File: config.mk
export PLATFORM = sky130hd
export DESIGN_NAME = rwc_top
export DESIGN_NICKNAME = d
export VERILOG_FILES = /design/src/rwc_pkg.sv /design/src/rwc_top.sv
export VERILOG_INCLUDE_DIRS = /design/src
export SDC_FILE = /design/constraint.sdc
export NUM_CORES = 1
export LEC_CHECK = 0
export BUFFER_PORTS_ARGS = -buffer_cell sky130_fd_sc_hd__clkbuf_2
export CORE_MARGIN = 2
export CORE_UTILIZATION = 40
export DETAILED_ROUTE_END_ITERATION = 8
export PLACE_DENSITY_LB_ADDON = 0.08
export SYNTH_ARGS = -nofsm -noshare
export SYNTH_HDL_FRONTEND = slang
export SYNTH_SLANG_ARGS = --single-unit
File: constraint.sdc
create_clock -name pclk -period 3.4 [get_ports pclk]
set_input_delay 0.68 -clock pclk [delete_from_list [all_inputs] [get_ports pclk]]
set_output_delay 0.68 -clock pclk [all_outputs]
set_load 0.01 [all_outputs]
File: src/rwc_cfg.svh
// Offsets, field positions, reset values and timing counts of the reset and watchdog block.
`ifndef RWC_CFG_SVH
`define RWC_CFG_SVH

`define RWC_IDX_WDT_CTRL    8'h31
`define RWC_IDX_SUPPLY      8'h34
`define RWC_IDX_CAUSE       8'h3B
`define RWC_IDX_PROTECT     8'h3C

`define RWC_WDT_IF_BIT      7
`define RWC_WDT_IE_BIT      6
`define RWC_WDT_P3_BIT      5
`define RWC_WDT_RE_BIT      3
`define RWC_SUP_F_BIT       7
`define RWC_SUP_IE_BIT      6
`define RWC_CAUSE_WD_BIT    3
`define RWC_CAUSE_EXT_BIT   1
`define RWC_CAUSE_POR_BIT   0

`define RWC_SIGNATURE       8'hD8
`define RWC_PROTECT_CYCLES  3'h4
`define RWC_PRESCALE_BASE   21'h000800
`define RWC_PRESCALE_MAX    4'h9
`define RWC_SUP_OFF         3'h0
`define RWC_SUP_RST_LO      3'h1
`define RWC_SUP_RST_HI      3'h2
`define RWC_SUP_FLAG_LO     3'h3
`define RWC_SUP_FLAG_HI     3'h4

`define RWC_STRETCH_DEF     64
`define RWC_EXT_PULSE_DEF   4
`define RWC_CAUSE_RESET     1'h1

`endif

File: src/rwc_pkg.sv
// Types shared by the reset and watchdog block.
package rwc_pkg;

    typedef enum logic [1:0] {
        RWC_HOLD,
        RWC_PULSE,
        RWC_STRETCH,
        RWC_RUN
    } rwc_rst_e;

    typedef struct packed {
        logic por;
        logic ext_n;
        logic below;
        logic osc;
        logic always_on;
        logic pin_off;
    } rwc_pins_s;

    typedef struct packed {
        rwc_pins_s   sync1;
        rwc_pins_s   sync2;
        logic        osc_prev;
        rwc_rst_e    rst_state;
        logic [15:0] stretch_cnt;
        logic [7:0]  ext_cnt;
        logic        sys_rst_n;
        logic        fetch;
        logic [19:0] wdt_cnt;
        logic        wdif;
        logic        watchdog_irq_enable;
        logic        watchdog_reset_enable;
        logic [3:0]  watchdog_prescale_select;
        logic        supply_low_flag;
        logic        supply_low_irq_enable;
        logic [2:0]  supply_monitor;
        logic        watchdog_cause_flag;
        logic        extrf;
        logic        power_on_cause_flag;
        logic        por_prev;
        logic [2:0]  ccp_cnt;
        logic [31:0] rdata;
    } rwc_state_s;

endpackage

File: src/rwc_top.sv
// Reset combiner, reset stretcher, watchdog and supply monitor with an APB register slave.
//
// Notes on behaviour
// - Internal reset returns watchdog control registers to initial values (supply ones only on power-on); release pulses vector fetch.
// - Port reset output asserts combinationally from any raw reset source.
// - After all sources clear, a stretch counter holds internal reset before release.
// - Power-on, reset pin, supply monitor and watchdog combine into one reset.
// - Power-on detection reasserts reset at once, with no stretch.
// - Pin held low for the minimum width resets; release waits for the stretch.
// - The pin-disable fuse blocks the reset pin path entirely.
// - Watchdog reset is a one-cycle pulse; stretching starts right after it.
// - Watchdog counts edges of its own oscillator; prescaler picks the timeout.
// - Watchdog counter clears on restart, when stopped, and on any reset.
// - Ten timeout periods; expiry in reset mode resets the device.
// - Watchdog may interrupt instead; that interrupt drives the wake request.
// - Always-on fuse picks safety level two, otherwise level one.
// - Level one: plain enable, disable only inside the protected window.
// - Level two: enable reads one, prescaler changes only inside the window.
// - Only the signature byte opens the four-cycle protected window.
// - Supply low flag sets while below level; enabled flag raises interrupt.
// - Flag clears when supply is back above, level is not a flag code, or on power-on; writes do not clear it.
// - Supply monitor in reset codes holds reset, release runs the stretch.
// - Power-on cause flag sets once the power-on condition ends.
// - Prescaler code n gives 2048 shifted left n cycles; codes above nine reserved.
// - Mode follows enable bits; combined mode interrupts first, then resets.
// - Watchdog cause flag forces the reset enable bit to read one.
// - Level codes: off, two reset codes, two flag codes, rest not allowed.
`timescale 1ns/100ps
`default_nettype none
`include "rwc_cfg.svh"

module rwc_top
    import rwc_pkg::*;
#(
    parameter int STRETCH_CYCLES = `RWC_STRETCH_DEF,
    parameter int EXT_MIN_PULSE  = `RWC_EXT_PULSE_DEF
) (
    input  wire logic        pclk,
    input  wire logic        presetn,
    input  wire logic        psel,
    input  wire logic        penable,
    input  wire logic        pwrite,
    input  wire logic [7:0]  paddr,
    input  wire logic [31:0] pwdata,
    output logic [31:0]      prdata,
    output logic             pready,
    output logic             pslverr,
    input  wire logic        por_detect,
    input  wire logic        ext_reset_n,
    input  wire logic        supply_below,
    input  wire logic        wdt_osc,
    input  wire logic        watchdog_always_on_fuse,
    input  wire logic        reset_pin_disable_fuse,
    input  wire logic        wdt_restart,
    input  wire logic        wdt_vector_taken,
    output logic             system_reset_n,
    output logic             io_reset_n,
    output logic             fetch_from_vector,
    output logic [2:0]       supply_level_select,
    output logic             wdt_irq,
    output logic             supply_irq,
    output logic             wake_request
);

    localparam logic [15:0] STRETCH_LAST = 16'(STRETCH_CYCLES - 1);
    localparam logic [7:0]  EXT_LAST     = 8'(EXT_MIN_PULSE);

    rwc_state_s r;
    rwc_state_s n;

    function automatic logic [7:0] byte_addr(input logic [7:0] idx);
        byte_addr = {idx[5:0], 2'b00};
    endfunction

    function automatic logic sup_reset_code(input logic [2:0] code);
        sup_reset_code = (code == `RWC_SUP_RST_LO) || (code == `RWC_SUP_RST_HI);
    endfunction

    function automatic logic sup_flag_code(input logic [2:0] code);
        sup_flag_code = (code == `RWC_SUP_FLAG_LO) || (code == `RWC_SUP_FLAG_HI);
    endfunction

    function automatic logic [19:0] wdt_limit(input logic [3:0] code);
        logic [20:0] span;
        span = `RWC_PRESCALE_BASE << code;
        wdt_limit = 20'(span - 21'h000001);
    endfunction

    rwc_pins_s pins;
    rwc_pins_s s;
    logic      level_two;
    logic      ext_active;
    logic      src;
    logic      wde_eff;
    logic      irq_mode;
    logic      running;
    logic      tick;
    logic      timeout;
    logic      wdt_reset_evt;
    logic      wdt_irq_evt;
    logic      in_reset;
    logic      wr;
    logic      setup;
    logic      window_open;
    logic      hit_wdt;
    logic      hit_sup;
    logic      hit_cause;
    logic      hit_prot;
    logic [3:0] new_wdp;
    logic [31:0] rd_mux;

    always_comb begin
        pins = '{por: por_detect, ext_n: ext_reset_n, below: supply_below, osc: wdt_osc,
                 always_on: watchdog_always_on_fuse, pin_off: reset_pin_disable_fuse};
        s           = r.sync2;
        level_two   = s.always_on;
        ext_active  = (r.ext_cnt == EXT_LAST);
        src         = s.por | ext_active | (s.below & sup_reset_code(r.supply_monitor));
        wde_eff     = r.watchdog_reset_enable | r.watchdog_cause_flag | level_two;
        irq_mode    = r.watchdog_irq_enable & ~level_two;
        running     = wde_eff | irq_mode;
        tick        = s.osc & ~r.osc_prev;
        timeout     = running & tick & (r.wdt_cnt == wdt_limit(r.watchdog_prescale_select)) & r.sys_rst_n;
        wdt_irq_evt = timeout & irq_mode & ~r.wdif;
        wdt_reset_evt = timeout & wde_eff & ~wdt_irq_evt;
        in_reset    = ~r.sys_rst_n;
        setup       = psel & ~penable;
        wr          = psel & penable & pwrite;
        hit_wdt     = (paddr == byte_addr(`RWC_IDX_WDT_CTRL));
        hit_sup     = (paddr == byte_addr(`RWC_IDX_SUPPLY));
        hit_cause   = (paddr == byte_addr(`RWC_IDX_CAUSE));
        hit_prot    = (paddr == byte_addr(`RWC_IDX_PROTECT));
        window_open = (r.ccp_cnt != 3'h0);
        new_wdp     = {pwdata[`RWC_WDT_P3_BIT], pwdata[2:0]};
        rd_mux      = '0;
        if (hit_wdt) begin
            rd_mux[`RWC_WDT_IF_BIT] = r.wdif;
            rd_mux[`RWC_WDT_IE_BIT] = r.watchdog_irq_enable;
            rd_mux[`RWC_WDT_P3_BIT] = r.watchdog_prescale_select[3];
            rd_mux[`RWC_WDT_RE_BIT] = wde_eff;
            rd_mux[2:0]             = r.watchdog_prescale_select[2:0];
        end else if (hit_sup) begin
            rd_mux[`RWC_SUP_F_BIT]  = r.supply_low_flag;
            rd_mux[`RWC_SUP_IE_BIT] = r.supply_low_irq_enable;
            rd_mux[2:0]             = r.supply_monitor;
        end else if (hit_cause) begin
            rd_mux[`RWC_CAUSE_WD_BIT]  = r.watchdog_cause_flag;
            rd_mux[`RWC_CAUSE_EXT_BIT] = r.extrf;
            rd_mux[`RWC_CAUSE_POR_BIT] = r.power_on_cause_flag;
        end
    end

    always_comb begin
        n          = r;
        n.sync1    = pins;
        n.sync2    = r.sync1;
        n.osc_prev = s.osc;
        n.fetch    = 1'b0;
        n.por_prev = s.por;
        if (setup) begin
            n.rdata = rd_mux;
        end

        if (~s.ext_n & ~s.pin_off) begin
            if (r.ext_cnt != EXT_LAST) begin
                n.ext_cnt = r.ext_cnt + 8'h01;
            end
        end else begin
            n.ext_cnt = 8'h00;
        end

        unique case (r.rst_state)
            RWC_HOLD: begin
                n.sys_rst_n = 1'b0;
                if (!src) begin
                    n.rst_state   = RWC_STRETCH;
                    n.stretch_cnt = 16'h0000;
                end
            end
            RWC_PULSE: begin
                n.sys_rst_n   = 1'b0;
                n.stretch_cnt = 16'h0000;
                n.rst_state   = src ? RWC_HOLD : RWC_STRETCH;
            end
            RWC_STRETCH: begin
                if (src) begin
                    n.rst_state = RWC_HOLD;
                end else if (r.stretch_cnt == STRETCH_LAST) begin
                    n.rst_state = RWC_RUN;
                    n.sys_rst_n = 1'b1;
                    n.fetch     = 1'b1;
                end else begin
                    n.stretch_cnt = r.stretch_cnt + 16'h0001;
                end
            end
            RWC_RUN: begin
                if (src) begin
                    n.rst_state = RWC_HOLD;
                    n.sys_rst_n = 1'b0;
                end else if (wdt_reset_evt) begin
                    n.rst_state = RWC_PULSE;
                    n.sys_rst_n = 1'b0;
                end
            end
        endcase

        if (r.ccp_cnt != 3'h0) begin
            n.ccp_cnt = r.ccp_cnt - 3'h1;
        end
        if (wr && hit_prot) begin
            n.ccp_cnt = (pwdata[7:0] == `RWC_SIGNATURE) ? `RWC_PROTECT_CYCLES : 3'h0;
        end

        if (wr && hit_wdt) begin
            n.ccp_cnt = 3'h0;
            n.watchdog_irq_enable    = pwdata[`RWC_WDT_IE_BIT];
            if (pwdata[`RWC_WDT_IF_BIT]) begin
                n.wdif = 1'b0;
            end
            if (!level_two) begin
                if (new_wdp <= `RWC_PRESCALE_MAX) begin
                    n.watchdog_prescale_select = new_wdp;
                end
                if (pwdata[`RWC_WDT_RE_BIT]) begin
                    n.watchdog_reset_enable = 1'b1;
                end else if (window_open && !r.watchdog_cause_flag) begin
                    n.watchdog_reset_enable = 1'b0;
                end
            end else if (window_open && new_wdp <= `RWC_PRESCALE_MAX) begin
                n.watchdog_prescale_select = new_wdp;
            end
        end
        if (wdt_vector_taken) begin
            n.wdif = 1'b0;
            if (wde_eff) begin
                n.watchdog_irq_enable = 1'b0;
            end
        end
        if (wdt_irq_evt) begin
            n.wdif = 1'b1;
        end

        if (in_reset || !running || wdt_restart || timeout) begin
            n.wdt_cnt = 20'h00000;
        end else if (tick) begin
            n.wdt_cnt = r.wdt_cnt + 20'h00001;
        end
        if (in_reset) begin
            n.wdif    = 1'b0;
            n.watchdog_irq_enable    = 1'b0;
            n.watchdog_reset_enable     = 1'b0;
            n.watchdog_prescale_select     = 4'h0;
            n.ccp_cnt = 3'h0;
        end
        if (r.watchdog_cause_flag) begin
            n.watchdog_reset_enable = 1'b1;
        end

        if (wr && hit_sup) begin
            n.supply_low_irq_enable = pwdata[`RWC_SUP_IE_BIT];
            if (pwdata[2:0] <= `RWC_SUP_FLAG_HI) begin
                n.supply_monitor = pwdata[2:0];
                if (pwdata[2:0] != r.supply_monitor) begin
                    n.supply_low_flag = 1'b0;
                end
            end
            if (!pwdata[`RWC_SUP_F_BIT]) begin
                n.supply_low_flag = 1'b0;
            end
        end
        if (!s.below || !sup_flag_code(r.supply_monitor)) begin
            n.supply_low_flag = 1'b0;
        end else begin
            n.supply_low_flag = 1'b1;
        end
        if (s.por) begin
            n.supply_monitor   = `RWC_SUP_OFF;
            n.supply_low_irq_enable = 1'b0;
            n.supply_low_flag  = 1'b0;
        end

        if (wr && hit_cause) begin
            n.watchdog_cause_flag  = r.watchdog_cause_flag & pwdata[`RWC_CAUSE_WD_BIT];
            n.extrf = r.extrf & pwdata[`RWC_CAUSE_EXT_BIT];
            n.power_on_cause_flag  = r.power_on_cause_flag & pwdata[`RWC_CAUSE_POR_BIT];
        end
        if (wdt_reset_evt && r.rst_state == RWC_RUN && !src) begin
            n.watchdog_cause_flag = 1'b1;
        end
        if (ext_active) begin
            n.extrf = 1'b1;
        end
        if (s.por) begin
            n.watchdog_cause_flag  = 1'b0;
            n.extrf = 1'b0;
        end
        if (r.por_prev && !s.por) begin
            n.power_on_cause_flag = 1'b1;
        end
    end

    always_ff @(posedge pclk or negedge presetn) begin
        if (!presetn) begin
            r             <= '0;
            r.sync1.ext_n <= 1'b1;
            r.sync2.ext_n <= 1'b1;
            r.rst_state   <= RWC_HOLD;
            r.power_on_cause_flag        <= `RWC_CAUSE_RESET;
        end else begin
            r <= n;
        end
    end

    // Port reset is combinational so that it acts with no clock running.
    assign io_reset_n = ~(por_detect | (~ext_reset_n & ~reset_pin_disable_fuse)
                        | (supply_below & sup_reset_code(r.supply_monitor))) & r.sys_rst_n;
    assign system_reset_n      = r.sys_rst_n;
    assign fetch_from_vector   = r.fetch;
    assign supply_level_select = r.supply_monitor;
    assign wdt_irq             = r.wdif & r.watchdog_irq_enable & ~level_two;
    assign supply_irq          = r.supply_low_flag & r.supply_low_irq_enable;
    assign wake_request        = wdt_irq;
    assign prdata              = r.rdata;
    assign pready              = 1'b1;
    assign pslverr             = psel & penable & ~(hit_wdt | hit_sup | hit_cause | hit_prot);
endmodule

`default_nettype wire

==> out/metrics.yaml <==
status:
  status: "finished, violations left"
  violations: "design-rule violations"
synthesis:
  ys_warn_count: 0
  synth_edf_count: 0
  synthFlopType: "dfrtp_1"
  synth_seq_cells: 87
  syn_inst: 515
  syn_avg_cell_area_um2: 9.26
  netlist_area_mm2: 0.00477
  synth_seq_area_share_pct: 45.7
  synth_cell_type_count: 60
  async_reset_ff_share_pct: 100
layout:
  n_antenna_cell: 0
  post-route-cell-area_mm2: 0.00522
  layout-drive-gt1-share_pct: 14.7
  nFillCells: 1147
  multi_input_area_mm2: 0.00226
  final_cell_mix: "84 x dfrtp_1, 69 x nor2_1, 44 x clkbuf_2"
  layout_commonest_cell: "dfrtp_1"
  final_net_count: 608
  regArea_mm2: 0.00218
  syn2layout_area_growth_pct: 9.37
power_and_ir_drop:
  peakVddDrop_mv: 0.179
  leakagePower_nw: 2.20
  finalPower_w: 0.00208
  powerDensity_mw_per_mm2: 398
detailed_routing:
  routed_wl_um: 10400
  drc: 10
  num_vias: 3705
  wl_per_cell_um: 15.0
  viasPerCell: 5.35
  drt_iter0_markers: 203
  drt_pass1_iterations: 7
  postRouteAntennaNets: 0
worst_setup_path:
  slowest_stage: "or4_1"
  cp_num_buf_inv: 0
  critPathTopFamily: "simple AND/OR/NAND/NOR gates"
  cp-end-kind: "flip-flop"
  cp-start-kind: "flip-flop"
  crit_fanout: 16
  cpMostUsedCell: "or4_1"
  crit_chain: "or4_1 > ha_1 > or4_1 > a21o_1 > o221ai_1 > nand4_1 > o21bai_4 > nor2_1"
  worstPathRequired_ns: 3.60
  critical_path_class: "flip-flop to flip-flop"
  reg2reg_depth: 8
  worst-path-stages: 8
  arrival_ns: 3.22
  cp_slowest_stage_delay_ns: 0.57
  r2r_slack_ns: 0.38
job:
  max-cap-violations: 0
clock_tree:
  post_cts_buffers: 0
  cts-buffers-inserted: 9
  ctsResizeCount: 0
  cts_tree: "built"
  insertion_delay_ns: 0.33
  cts_buffer_depth: 2
  cts_hold_buf: 0
  cts.sinks: 87
  cts-root-buf: "clkbuf_16"
  cts_max_level: 3
  clkTransAtPathRegs_ns: 0.05
placement:
  placed_area_mm2: 0.00496
  port_buffers: 45
  place_hpwl_um: 7480
  place.gp.congestion: 0.817
floorplanning:
  die-area_mm2: 0.0128
  start_util_pct: 41.4
  die_x_um: 113
  chipHeight_um: 113
  row_count: 39
  io-pin-count: 96
  core_mm2: 0.0115
timing:
  slew-limit-headroom_pct: 37.5
  maxSlewViolCount: 0
  rsz0062_at_grt: "no"
  tightestPinTransition_ns: 0.938
  skew_ns: 0.00801
  fmax_mhz: 331
  fin_crit_ns: 3.02
  holdWs_ns: 0.347
  tns_ns: 0
  fin_crit_sh_pct: 88.9
  finalHoldViolations: 0
  setup-violations-final: 0
grt:
  grt_pass1_vias: 3588
  grt_max_degree: 50
  grt_pass1_wl_um: 17700
  grt_overflow: 0
  antenna_found_initial: 0
  grt_util_all_layers_pct: 17.2
min_path:
  hold_depth: 0
  hold_path.class: "flip-flop to flip-flop"
-- state kept, by name, summed over array words and instances (netlist names) --
signal               flops
r                       66
n                        8
system_reset_n           1
fetch_from_vector        1
level_two                1
prdata                   7
supply_level_select      3
-- synth_stat cells (all sizes together) (7+ instances only) --
master  number  area share [%]
or3          9             1.3
inv         12            0.94
nand2       42             3.3
buf         43             6.7
xnor2       20             3.7
nand4       11             1.4
dfrtp       84              44
xor2        16             2.9
a21oi       28             2.9
nor2        69             5.4
clkbuf      13             1.0
nand3       24             2.5
nor4        13             1.7
nor3         8            0.84
ha           7             1.8
o21ai       25             2.7
-- layer usage --
| layer | wire length, um | vias up | GRT usage [%] |
|---|---|---|---|
| met1 | 5050 | 1804 | 23.8 |
| met3 | 369 | 11 | 3.00 |
| met5 | 0 | - | 0 |
| met2 | 4810 | 75 | 26.9 |
| li1 | - | 1815 | - |
| met4 | 155 | 0 | 6.67 |
-- layout make-up --
| cell class | instances | share of cell area [%] |
|---|---|---|
| inverter | 12 | 0.864 |
| tap | 143 | 3.43 |
| clock buffer | 11 | 4.65 |
| timing repair buffer | 54 | 5.66 |
| clock inverter | 2 | 0.192 |
| sequential | 87 | 41.8 |
| multi-input combinational | 384 | 43.4 |
-- kinds of logic after synthesis --
logic type	after synthesis	share of synthesized area, %
compound gates	89	12.1
xor+xnor	36	6.61
fa+ha+maj	7	1.84
buf+inv	68	8.71
flops	87	45.7
mux	6	1.29
other cells	2	0.157
simple gates	220	23.6
-- power breakdown --
group	internal [W]	total, W	switching (W)
Clock	0.000500	0.000867	0.000367
Combinational	0.0000424	0.000127	0.0000847
Sequential	0.00106	0.00108	0.0000219
Total	0.00160	0.00208	0.000473
-- metrics by stage --
stage | cells | setup WS (ns) | utilization, %
5_1_grt | 693 | 0.215 | 45.3
6_report | 693 | 0.376 | 45.3
4_1_cts | 693 | 0.355 | 45.3
3_5_place_dp | 680 | 0.360 | 43.1
3_3_place_gp | 680 | 0.426 | 43.1
2_1_floorplan | 539 | 0.835 | -
-- final timing paths --
| path | from | endpoint |
|---|---|---|
| hold / removal | n[103] | r[103] |
| setup reg to reg | r[47] | r[51] |
| setup / recovery | r[47] | r[51] |
| max in group asynchronous | presetn | r[36] |
| hold reg to reg | n[103] | r[103] |
| min in group asynchronous | presetn | r[96] |
Note: power is estimated with default switching activity, not from simulation.
